==> config.mk <==
export PLATFORM = sky130hd
export DESIGN_NAME = ics_sequencer
export DESIGN_NICKNAME = d
export VERILOG_FILES = /design/src/inc/ics_pkg.sv /design/src/core/ics_sequencer.sv
export SDC_FILE = /design/constraint.sdc
export NUM_CORES = 1
export LEC_CHECK = 0
export BUFFER_PORTS_ARGS = -buffer_cell sky130_fd_sc_hd__buf_2
export CORE_ASPECT_RATIO = 1.2
export CORE_MARGIN = 2
export CORE_UTILIZATION = 47
export DETAILED_ROUTE_END_ITERATION = 10
export HOLD_SLACK_MARGIN = 0.12
export PLACE_DENSITY = 0.82
export SLEW_MARGIN = 5
export SYNTH_ARGS = -nofsm -noshare
export SYNTH_HDL_FRONTEND = slang
export SYNTH_SLANG_ARGS = --single-unit
==> constraint.sdc <==
create_clock -name clock_i -period 2 [get_ports clock_i]
set_clock_uncertainty 0.2 [all_clocks]
set_input_delay 0 -clock clock_i [delete_from_list [all_inputs] [get_ports clock_i]]
set_output_delay 0 -clock clock_i [all_outputs]
set_load 0.01 [all_outputs]
==> src/inc/ics_pkg.sv <==
/*
 * Package for the instruction cycle sequencer: widths, phase encoding,
 * reset values and the small struct carriers shared by the core.
 * Assumes a single clock domain at 200 MHz with a synchronous reset.
 */
`default_nettype none
package ics_pkg;
    localparam int PC_W = 10;
    localparam int INSN_W = 12;
    localparam int DADDR_W = 7;
    localparam int DATA_W = 8;
    localparam int PHASES = 4;
    localparam logic [PC_W-1:0] RESET_VECTOR = 10'h000;
    localparam logic [PC_W-1:0] PAGE_SIZE_WORDS = 10'h200;
    localparam int PAGE_BIT = 9;
    localparam int BANK_LSB = 5;
    localparam int BANK_W = 2;
    localparam int DIRECT_W = 5;
    localparam logic [INSN_W-1:0] NOP_WORD = 12'h000;

    // Phase counter, one state per oscillator cycle
    typedef enum logic [1:0] {
        PH_ONE = 2'b00,
        PH_TWO = 2'b01,
        PH_THREE = 2'b10,
        PH_FOUR = 2'b11
    } ics_phase_t;

    // Instruction memory request
    typedef struct packed {
        logic [PC_W-1:0] addr;
        logic rd;
    } ics_pmem_req_t;

    // Data memory request
    typedef struct packed {
        logic [DADDR_W-1:0] addr;
        logic rd;
        logic wr;
        logic [DATA_W-1:0] wdata;
    } ics_dmem_req_t;

    // Execution stage view for the decoder
    typedef struct packed {
        logic [INSN_W-1:0] word;
        logic valid;
    } ics_exec_t;
endpackage
`default_nettype wire

==> src/core/ics_sequencer.sv <==
/*
 * Instruction cycle sequencer: four-phase timing, fetch/execute pipeline,
 * branch flush, quarter-rate clock output, page and bank selection.
 * Assumes program memory returns the word combinationally for the held
 * address and the decoder supplies branch target and result data.
 */
// Notes on behaviour
// RULE1: Oscillator divided by four into phases.
// RULE2: Program counter steps at phase_one each cycle.
// RULE3: Fetched word latched at phase_four.
// RULE4: Latched word executed across phases two-four.
// RULE5: Operand read phase_two, result write phase_four.
// RULE6: Fetch overlaps execute, one per cycle.
// RULE7: Program counter change costs two cycles.
// RULE8: Quarter-rate clock out in RC/internal modes.
// RULE9: Page select bit picks program page.
// RULE10: Indirect pointer picks data bank.
// RULE11: Addresses wrap in 1K; start at zero.
// RULE12: After reset first cycle fetches only.
// RULE13: Flushed word becomes no-operation.
`default_nettype none
module ics_sequencer (
    input wire logic clock_i,
    input wire logic srst_i,
    input wire logic external_rc_mode_i,
    input wire logic internal_oscillator_mode_i,
    input wire logic quarter_rate_clock_out_enable_i,
    input wire logic [ics_pkg::INSN_W-1:0] pmem_rdata_i,
    input wire logic pc_change_i,
    input wire logic [ics_pkg::PC_W-1:0] pc_target_i,
    input wire logic program_page_select_i,
    input wire logic [ics_pkg::DATA_W-1:0] indirect_pointer_i,
    input wire logic indirect_access_i,
    input wire logic [ics_pkg::DIRECT_W-1:0] direct_addr_i,
    input wire logic dest_write_i,
    input wire logic [ics_pkg::DATA_W-1:0] result_i,
    output ics_pkg::ics_phase_t phase_o,
    output ics_pkg::ics_pmem_req_t pmem_req_o,
    output ics_pkg::ics_exec_t exec_o,
    output ics_pkg::ics_dmem_req_t dmem_req_o,
    output logic quarter_rate_clock_out_o
);
    // Pipeline state; reset values arrive through each _d term except the dmem_d addr and wdata fields
    ics_pkg::ics_phase_t phase_q, phase_d;
    logic [ics_pkg::PC_W-1:0] program_counter_q, program_counter_d;
    logic [ics_pkg::INSN_W-1:0] fetch_q, fetch_d;
    logic fetch_valid_q, fetch_valid_d;
    logic [ics_pkg::INSN_W-1:0] instruction_latch_q, instruction_latch_d;
    logic exec_valid_q, exec_valid_d;
    logic [ics_pkg::PC_W-1:0] fetch_addr_q, fetch_addr_d;
    logic quarter_rate_clock_out_q, quarter_rate_clock_out_d;
    ics_pkg::ics_dmem_req_t dmem_q, dmem_d;

    // Wrap any address into the implemented 1K space
    function automatic logic [ics_pkg::PC_W-1:0] wrap_pc(input logic [ics_pkg::PC_W:0] a);
        wrap_pc = a[ics_pkg::PC_W-1:0];
    endfunction

    // Next phase in the four-step walk; all four codes are legal
    function automatic ics_pkg::ics_phase_t next_phase(input ics_pkg::ics_phase_t p);
        next_phase = ics_pkg::PH_ONE;
        unique case (p)
            ics_pkg::PH_ONE: next_phase = ics_pkg::PH_TWO;
            ics_pkg::PH_TWO: next_phase = ics_pkg::PH_THREE;
            ics_pkg::PH_THREE: next_phase = ics_pkg::PH_FOUR;
            ics_pkg::PH_FOUR: next_phase = ics_pkg::PH_ONE;
        endcase
    endfunction

    // Phase decodes shared by the datapath and the checks
    wire is_p1 = (phase_q == ics_pkg::PH_ONE);
    wire is_p2 = (phase_q == ics_pkg::PH_TWO);
    wire is_p3 = (phase_q == ics_pkg::PH_THREE);
    wire is_p4 = (phase_q == ics_pkg::PH_FOUR);
    wire branch_taken = is_p4 && exec_valid_q && pc_change_i;

    // Phase walk: 1,2,3,4 then back to 1
    assign phase_d = srst_i ? ics_pkg::PH_ONE : next_phase(phase_q); // RULE1 RULE12

    // Target keeps its low 9 bits; page select supplies bit 9
    wire [ics_pkg::PC_W-1:0] paged_target =
        {program_page_select_i, pc_target_i[ics_pkg::PAGE_BIT-1:0]}; // RULE9

    // Program counter steps at phase_one; branch loads target at phase_four
    assign program_counter_d = srst_i ? ics_pkg::RESET_VECTOR
        : branch_taken ? paged_target
        : is_p1 ? wrap_pc({1'b0, program_counter_q} + 11'h001) // RULE2 RULE11
        : program_counter_q;

    // Fetch address is the count before its phase_one step, so the reset
    // vector and a branch target are fetched themselves, not skipped
    assign fetch_addr_d = srst_i ? ics_pkg::RESET_VECTOR
        : is_p1 ? program_counter_q // RULE3 RULE11
        : fetch_addr_q;

    // Fetch register captures memory at phase_four, flushed on branch
    assign fetch_d = srst_i ? ics_pkg::NOP_WORD
                   : (is_p4 ? pmem_rdata_i : fetch_q); // RULE3 RULE6
    assign fetch_valid_d = srst_i ? 1'b0
                         : (is_p4 ? !branch_taken : fetch_valid_q); // RULE7 RULE12

    // Execute stage loads the latched word at phase_one
    assign instruction_latch_d = srst_i ? ics_pkg::NOP_WORD
        : is_p1 ? (fetch_valid_q ? fetch_q : ics_pkg::NOP_WORD) // RULE4 RULE13
        : instruction_latch_q;
    assign exec_valid_d = srst_i ? 1'b0 : (is_p1 ? fetch_valid_q : exec_valid_q);

    // Bank from pointer bits, direct address fills the low part
    wire [ics_pkg::DADDR_W-1:0] data_addr = indirect_access_i
        ? indirect_pointer_i[ics_pkg::DADDR_W-1:0]
        : {indirect_pointer_i[ics_pkg::BANK_LSB +: ics_pkg::BANK_W], direct_addr_i}; // RULE10

    // Read strobe in phase_two, write strobe in phase_four
    assign dmem_d.addr = data_addr;
    assign dmem_d.rd = !srst_i && exec_valid_d && (phase_d == ics_pkg::PH_TWO); // RULE5
    assign dmem_d.wr = !srst_i && exec_valid_d && dest_write_i
                     && (phase_d == ics_pkg::PH_FOUR); // RULE5
    assign dmem_d.wdata = result_i;

    // High across phases three/four gives a 50% duty quarter-rate clock
    wire quarter_rate_clock_out_on = (external_rc_mode_i || internal_oscillator_mode_i) && quarter_rate_clock_out_enable_i;
    assign quarter_rate_clock_out_d = !srst_i && quarter_rate_clock_out_on
                    && (phase_d == ics_pkg::PH_THREE || phase_d == ics_pkg::PH_FOUR); // RULE8

    // State registers
    always_ff @(posedge clock_i) begin
        phase_q <= phase_d;
        program_counter_q <= program_counter_d;
        fetch_q <= fetch_d;
        fetch_valid_q <= fetch_valid_d;
        fetch_addr_q <= fetch_addr_d;
        instruction_latch_q <= instruction_latch_d;
        exec_valid_q <= exec_valid_d;
        dmem_q <= dmem_d;
        quarter_rate_clock_out_q <= quarter_rate_clock_out_d;
    end

    // Outputs; memory address held through the whole cycle
    assign phase_o = phase_q;
    assign pmem_req_o.addr = fetch_addr_q;
    assign pmem_req_o.rd = is_p4;
    assign exec_o.word = instruction_latch_q;
    assign exec_o.valid = exec_valid_q;
    assign dmem_req_o = dmem_q;
    assign quarter_rate_clock_out_o = quarter_rate_clock_out_q;
endmodule
`default_nettype wire

==> impl_metrics.csv, run 1 <==
group,metric,value,unit
power,finalPower,3.38,mW
floorplan,ios,96,
floorplan,num_rows,28,
global_routing,antenna_found_initial,0,
logic_synthesis,syn_inst,225,
critical_path,setup.worst_path.class,"reg2reg",
global_routing,gr-total-overflow,0,
place,place.gp.congestion,0.740,
logic_synthesis,synthesis.nets,281,
timing,tightest_slew,0.491,ns
place,dp.cells,368,
min_path,holdPathEnd,"phase_o[1]$_DFF_P_",
place,dp_hpwl,3.48,mm
logic_synthesis,synth-async-reset-ratio,0,%
power,p_leak,1.64,nW
critical_path,path_cells,"inv_1, ha_1, nor2b_1, o211a_1, dlygate4sd3_1",
logic_synthesis,syn-cell-area,0.00234,sq mm
global_routing,grt_max_degree,49,
final_layout,finalNonFillerCells,440,
detailed_routing,wl,6.91,mm
power,powerDensity,930,mW/mm^2
final_layout,antennaDiodeCount,0,
run,drv_cap,0,
critical_path,worstReg2RegEnd,"quarter_rate_clock_out_o$_DFF_P_",
detailed_routing,vias,2236,
power,vdd_drop_max,0.652,mV
detailed_routing,wl_per_cell,15.7,um
timing,grt_setup_unrepaired,"false",
timing,setup_violations,0,
clocking,cts_root_buf,"clkbuf_8",
timing,fin_tns_setup,0,ns
detailed_routing,drt_drc_violations_left,0,
clocking,post_cts_buffers,0,
critical_path,critPathLaunchType,"flip-flop",
global_routing,gr-usage-all-layers,27.3,%
clocking,cts_tree,"done",
logic_synthesis,ys_seq_area_share,56.5,%
global_routing,grt_pass1_wl,10.9,mm
min_path,min_path_cells,3,
clocking,clock_path_buffers,2,
critical_path,crit_buf_inv,2,
global_routing,first_global_vias,2245,
clocking,ctsHoldBuffers,57,
final_layout,area_growth,55.2,%
critical_path,path_max_fanout,3,
timing,final_max_slew_viol_count,0,
logic_synthesis,synth.avg_cell_area,10.4,sq um
critical_path,timing.rr.start,"phase_o[0]$_DFF_P_",
critical_path,cp_top_family,"buffers and inverters",
timing,hold_viol,0,
detailed_routing,drt-pass1-iter-count,4,
clocking,cts_resized,0,
clocking,clk_latency,0.34,ns
floorplan,die-area,0.00556,sq mm
floorplan,fp.dieH,81.3,um
run_status,outcome,"finished clean",
critical_path,slowest_delay,0.54,ns
critical_path,end_kind,"flip-flop",
clocking,cts_buffers,9,
critical_path,worst_r2r_path_depth,5,
timing,period_minus_slack,1.87,ns
final_layout,multi_input_area,922,sq um
critical_path,worst-path-stages,5,
final_layout,register_area,0.00132,sq mm
logic_synthesis,ys.flop_type,"dfxtp_1",
clocking,clkTransAtPathRegs,0.06,ns
logic_synthesis,ys_types,32,
floorplan,die_w,68.4,um
logic_synthesis,ys_warn_count,0,
timing,fmax,0.534,GHz
critical_path,crit_start,"phase_o[0]$_DFF_P_",
logic_synthesis,synth_edf_count,0,
floorplan,start_util,48.0,%
clocking,clock-sinks,66,
critical_path,worst-endpoint-required,2.08,ns
critical_path,arrival,1.96,ns
place,port_buffers,93,
detailed_routing,vias_per_cell,5.08,
min_path,hp-start,"srst_i",
clocking,htree_levels,3,
logic_synthesis,synth_seq_cells,66,
floorplan,core,0.00487,sq mm
critical_path,regToRegSetupSlack,0.13,ns
detailed_routing,drt_iter0_markers,169,
timing,maxSlewHeadroom,67.3,%
min_path,holdCritPathClass,"in2reg",
critical_path,cpMaxStageDelayCell,"dlygate4sd3_1",
final_layout,fill_cells,330,
final_layout,post-route-util,74.5,%
final_layout,layout-drive-gt1-share,31.8,%
final_layout,nNetsFinal,432,
timing,timing.final.crit_share,93.7,%
detailed_routing,ant_nets,0,
## sequential cells by signal, indices dropped and copies added, names as in the netlist
signal	flops
program_counter_q	10
quarter_rate_clock_out_o	1
phase_o	2
fetch_addr_q	10
exec_valid_q	1
instruction_latch_q	12
fetch_valid_q	1
dmem_req_o	17
fetch_q	12
## cells in the mapped netlist, drive strengths merged (5+ instances only)
cell type	count	area [sq um]
dfxtp	66	1320
nor2	42	158
mux2i	22	220
buf	10	56.3
nand2	9	33.8
a211oi	8	65.1
nand3	8	45.0
a21oi	7	35.0
a22oi	7	52.6
clkbuf	6	22.5
mux2	5	56.3
## area by class of cell
type | count | share of cell area, %
timing repair buffer | 156 | 30.1
multi-input combinational | 139 | 25.4
inverter | 4 | 0.414
tap | 60 | 2.07
sequential | 66 | 36.4
clock inverter | 3 | 1.79
clock buffer | 12 | 3.73
## cells by family (layout without fill, tap and decap cells)
logic type / after synthesis / count (layout) / synth area share, %
simple gates: 72 / 72 / 14.1
flops: 66 / 66 / 56.5
compound gates: 29 / 29 / 8.78
mux: 27 / 27 / 11.8
buf+inv: 20 / 175 / 4.01
xor+xnor: 7 / 7 / 2.62
fa+ha+maj: 4 / 4 / 2.14
## tightest hold or removal path: stages
cell,delay (ns)
dlygate4sd3_1,0.53
buf_2,0.11
nor2b_1,0.06
## layout by cell type (no fill, tap or decap), types with 4 or more instances in the layout
cell,count
a211oi_1,7
a21oi_1,7
a22oi_1,7
buf_2,93
buf_4,5
clkbuf_8,9
dfxtp_1,66
dlygate4sd3_1,57
ha_1,4
mux2_2,5
mux2i_1,22
nand2_1,9
nand3_1,7
nor2_1,42
xnor2_1,4
## power breakdown
group	total, mW	internal (mW)	switching [mW]
Clock	1.17	0.695	0.472
Sequential	1.49	1.41	0.0785
Combinational	0.718	0.358	0.360
Total	3.38	2.46	0.911
## how the worst max path moves through the flow
stage | to | slack [ns]
global route | quarter_rate_clock_out_o$_DFF_P_ | 0.04
detailed placement | program_counter_q[8]$_SDFFE_PP0P_ | 0.18
floorplan | dmem_req_o[8]$_DFF_P_ | 0.26
finish | quarter_rate_clock_out_o$_DFF_P_ | 0.13
global placement | program_counter_q[8]$_SDFFE_PP0P_ | 0.24
CTS | quarter_rate_clock_out_o$_DFF_P_ | 0.13
## through the flow
| stage | hold WS, ns | worst slack, ns | area, sq um |
|---|---|---|---|
| finish | 0.220 | 0.126 | 3630 |
| global route | 0.239 | 0.0446 | 3630 |
| CTS | 0.192 | 0.130 | 3630 |
| detailed placement | -0.0964 | 0.177 | 2860 |
| global placement | -0.0975 | 0.243 | 2860 |
| floorplan | -0.172 | 0.258 | 2340 |
## metal layers
metal  vias up  share of wire (%)  track usage (%)
met3        20                8.7             9.14
met5         -                  0                0
met1      1041                 38             29.7
met2       107                 51             45.6
met4         0                2.7             15.4
li1       1068                  -                -
(Power assumes the default switching activity.)
==> run 2, diff against run 1 <==
- PLACE_DENSITY: 0.82 -> 0.77
==> impl_metrics.csv, run 2 (synthesis results as in run 1) <==
group,metric,value,unit
final_layout,antennaDiodeCount,0,
floorplan,die_w,68.4,um
final_layout,layout_common_cells,"buf_2 (93), dfxtp_1 (66), dlygate4sd3_1 (57)",
critical_path,crit_start,"phase_o[0]$_DFF_P_",
critical_path,endpoint,"quarter_rate_clock_out_o$_DFF_P_",
final_layout,nNetsFinal,431,
detailed_routing,wl_per_cell,14.5,um
timing,final_max_slew_viol_count,0,
critical_path,end_kind,"flip-flop",
place,port_buffers,93,
timing,grt_setup_unrepaired,"false",
global_routing,first_global_vias,2191,
global_routing,grt_pass1_wl,10.3,mm
critical_path,regToRegSetupSlack,0.12,ns
power,p_leak,1.64,nW
global_routing,grt_max_degree,31,
place,dp_hpwl,3.41,mm
timing,tightest_slew,0.543,ns
clocking,clk_latency,0.34,ns
final_layout,post-route-util,74.8,%
power,vdd_drop_max,0.769,mV
final_layout,fill_cells,336,
detailed_routing,vias_per_cell,5.02,
min_path,holdCritPathClass,"in2reg",
critical_path,arrival,1.90,ns
timing,maxSlewHeadroom,63.8,%
clocking,htree_levels,3,
global_routing,gr-total-overflow,0,
timing,fin_tns_setup,0,ns
run,drv_cap,0,
timing,timing.final.crit_share,93.9,%
final_layout,largest_reg_flops,17,
detailed_routing,drt_drc_violations_left,0,
clocking,cts_buffers,9,
detailed_routing,vias,2207,
timing,setup_violations,0,
timing,period_minus_slack,1.88,ns
clocking,clock-sinks,66,
detailed_routing,drt_iter0_markers,110,
floorplan,num_rows,28,
critical_path,timing.rr.start,"phase_o[0]$_DFF_P_",
power,powerDensity,944,mW/mm^2
critical_path,path_max_fanout,3,
run_status,outcome,"finished clean",
floorplan,die-area,0.00556,sq mm
clocking,cts_tree,"done",
global_routing,antenna_found_initial,0,
critical_path,setup.worst_path.class,"reg2reg",
floorplan,fp.dieH,81.3,um
clocking,clkTransAtPathRegs,0.07,ns
critical_path,worstReg2RegEnd,"quarter_rate_clock_out_o$_DFF_P_",
final_layout,layout_commonest_cell,"buf_2",
final_layout,layout-drive-gt1-share,32.6,%
floorplan,start_util,48.0,%
clocking,cts_root_buf,"clkbuf_8",
clocking,post_cts_buffers,0,
final_layout,area_growth,55.8,%
timing,hold_viol,0,
clocking,clock_path_buffers,2,
detailed_routing,wl,6.39,mm
critical_path,critPathLaunchType,"flip-flop",
place,place.gp.congestion,0.757,
floorplan,core,0.00487,sq mm
timing,fmax,0.532,GHz
global_routing,gr-usage-all-layers,25.3,%
critical_path,worst_r2r_path_depth,5,
detailed_routing,ant_nets,0,
critical_path,worst-endpoint-required,2.02,ns
floorplan,ios,96,
detailed_routing,drt-pass1-iter-count,4,
==> run 2: cell types whose count changed in the layout (fill, tap and decap cells not counted), sizes merged <==
| cell | change |
|---|---|
| buf | -1 |
| clkbuf | -1 |
| clkinv | +1 |
| clkinvlp | +1 |
==> run 2: per-layer routing <==
layer  vias up  wire length, um  global-route usage [%]
li1       1071                -                       -
met1      1036             2620                    29.5
met2        94             3210                    42.6
met3         6              504                    10.4
met4         0               56                    6.60
met5         -                0                       0
==> run 2: worst min-delay path by stage <==
stage	from	to	slack, ns	cells past startpoint
after floorplan	result_i[0]	dmem_req_o[0]$_DFF_P_	-0.17	0
after global placement	indirect_pointer_i[6]	dmem_req_o[16]$_DFF_P_	-0.1	1
after detailed placement	indirect_pointer_i[6]	dmem_req_o[16]$_DFF_P_	-0.1	1
after CTS	indirect_pointer_i[4]	dmem_req_o[14]$_DFF_P_	0.21	3
after global routing	indirect_pointer_i[3]	dmem_req_o[13]$_DFF_P_	0.23	3
final	pc_change_i	fetch_valid_q$_SDFFE_PP0N_	0.22	3
==> run 2: cell type report <==
cell class | instances | area, sq um | area share [%]
timing repair buffer | 155 | 1090 | 29.8
sequential | 66 | 1320 | 36.3
tap | 60 | 75.1 | 2.06
clock inverter | 5 | 77.6 | 2.13
clock buffer | 11 | 141 | 3.88
inverter | 4 | 15.0 | 0.412
multi-input combinational | 139 | 925 | 25.4
==> run 2: metrics by stage <==
stage / area (sq um) / total power, mW / instances / hold slack (ns) / setup WS, ns
2_1_floorplan: 2340 / 1.91 / 225 / -0.172 / 0.258
3_3_place_gp: 2850 / 2.10 / 367 / -0.0978 / 0.236
3_5_place_dp: 2850 / 2.12 / 367 / -0.0964 / 0.181
4_1_cts: 3640 / 3.43 / 440 / 0.206 / 0.114
5_1_grt: 3640 / 3.58 / 440 / 0.231 / 0.0387
6_report: 3640 / 3.44 / 440 / 0.224 / 0.121
==> run 2: power breakdown <==
part           internal (mW)  total, mW  switching [mW]
registers               1.41       1.49          0.0791
logic                  0.357      0.715           0.358
clock network          0.732       1.23           0.500
==> run 2: critical path, cell delays in order (launching register included) <==
cell	delay [ns]
dfxtp_1	0.35
inv_1	0.07
ha_1	0.31
nor2b_2	0.17
o211a_1	0.13
dlygate4sd3_1	0.55
==> run 2: repair_timing <==
item                                    in CTS  in global routing
resized for setup                            0                  1
hold endpoints to repair                    56                  0
hold buffers                                57                  0
endpoints found under the setup margin       0                  1
==> run 3, diff against run 2 <==
- CORE_ASPECT_RATIO: 1.2 -> unset
- SLEW_MARGIN: 5 -> 25
==> impl_metrics.csv, run 3 (synthesis results as in run 1) <==
group,metric,value,unit
clocking,cts_tree,"done",
critical_path,crit_start,"phase_o[1]$_DFF_P_",
critical_path,critPathLaunchType,"flip-flop",
power,p_leak,1.75,nW
critical_path,slowest_delay,0.59,ns
global_routing,grt_pass1_wl,10.6,mm
timing,maxSlewHeadroom,70.5,%
final_layout,layout_commonest_cell,"buf_2",
timing,fmax,0.525,GHz
floorplan,die_w,74.5,um
timing,fin_tns_setup,0,ns
clocking,cts_buffers,9,
critical_path,arrival,1.93,ns
detailed_routing,drt-pass1-iter-count,5,
detailed_routing,wl,6.68,mm
floorplan,start_util,49.2,%
critical_path,worst-endpoint-required,2.02,ns
final_layout,area_growth,62.8,%
critical_path,cpMaxStageDelayCell,"dlygate4sd3_1",
clocking,clk_latency,0.34,ns
min_path,holdCritPathClass,"in2reg",
place,place.gp.congestion,0.770,
detailed_routing,drt_drc_violations_left,0,
clocking,clock_path_buffers,2,
place,port_buffers,93,
floorplan,core,0.00475,sq mm
timing,timing.final.crit_share,95.3,%
global_routing,antenna_found_initial,0,
timing,hold_viol,0,
detailed_routing,vias,2321,
final_layout,largest_reg_flops,17,
critical_path,crit_buf_inv,2,
global_routing,gr-total-overflow,0,
clocking,cts_root_buf,"clkbuf_8",
floorplan,ios,96,
floorplan,num_rows,25,
clocking,clock-sinks,66,
detailed_routing,ant_nets,0,
clocking,clkTransAtPathRegs,0.07,ns
critical_path,regToRegSetupSlack,0.09,ns
power,finalPower,3.41,mW
clocking,htree_levels,3,
timing,tightest_slew,0.442,ns
detailed_routing,drt_iter0_markers,104,
timing,setup_violations,0,
final_layout,antennaDiodeCount,0,
critical_path,path_cells,"ha_2, buf_6, mux2i_1, nor2_1, dlygate4sd3_1",
global_routing,first_global_vias,2259,
clocking,post_cts_buffers,0,
place,dp_hpwl,3.36,mm
timing,period_minus_slack,1.91,ns
global_routing,gr-usage-all-layers,25.9,%
final_layout,layout-drive-gt1-share,32.7,%
critical_path,cp_top_family,"buffers and inverters",
detailed_routing,wl_per_cell,14.4,um
critical_path,path_max_fanout,9,
floorplan,fp.dieH,74.5,um
critical_path,timing.rr.start,"phase_o[1]$_DFF_P_",
power,vdd_drop_max,0.590,mV
global_routing,grt_max_degree,29,
final_layout,nNetsFinal,449,
final_layout,layout_common_cells,"buf_2 (93), dlygate4sd3_1 (70), dfxtp_1 (64)",
min_path,hp-start,"indirect_pointer_i[3]",
detailed_routing,vias_per_cell,4.99,
run_status,outcome,"finished clean",
critical_path,end_kind,"flip-flop",
timing,final_max_slew_viol_count,0,
critical_path,setup.worst_path.class,"reg2reg",
power,powerDensity,895,mW/mm^2
run,drv_cap,0,
floorplan,die-area,0.00555,sq mm
timing,grt_setup_unrepaired,"false",
timing,hold_slack,0.226,ns
final_layout,fill_cells,320,
[run 3: final cells by class]
class	instances	area (sq um)	share of cell area (%)
clock buffer	14	163	4.27
clock inverter	2	35.0	0.921
inverter	4	15.0	0.395
multi-input combinational	139	927	24.4
sequential	66	1320	34.8
tap	67	83.8	2.20
timing repair buffer	173	1260	33.0
[run 3: tightest hold or removal path, stage by stage]
cell	delay, ns
buf_2	0.07
mux2_2	0.12
dlygate4sd3_1	0.54
[run 3: worst paths after layout]
kind	to	cells past startpoint
worst max-delay path	fetch_q[5]$_SDFFE_PP0N_	5
worst min-delay path	dmem_req_o[13]$_DFF_P_	3
worst max register to register	fetch_q[5]$_SDFFE_PP0N_	5
worst min register to register	instruction_latch_q[0]$_SDFFE_PP0P_	2
[run 3: metal layers]
metal	part of all wire (%)	track usage, %
met1	41	31.0
met2	50	43.6
met3	6.9	7.45
met4	1.5	11.1
met5	0	0
[run 3: repair_timing]
item / CTS / global route
endpoints found under the hold margin: 66 / 0
endpoints found under the setup margin: 0 / 14
resized for setup: 0 / 5
hold buffers: 70 / 0
[run 3: through the flow]
step	util, %	setup slack (ns)	area (sq um)	instances
2_1_floorplan	-	0.258	2340	225
3_3_place_gp	60.9	0.295	2900	379
3_5_place_dp	60.9	0.191	2900	379
4_1_cts	79.8	0.0294	3790	465
5_1_grt	80.0	0.00316	3800	465
6_report	80.0	0.0940	3800	465
[run 3: report_power, final]
part	leakage (nW)	internal [mW]	switching [mW]
logic	1.11	0.407	0.380
registers	0.540	1.41	0.0849
clock network	0.101	0.644	0.475
total	1.75	2.47	0.940
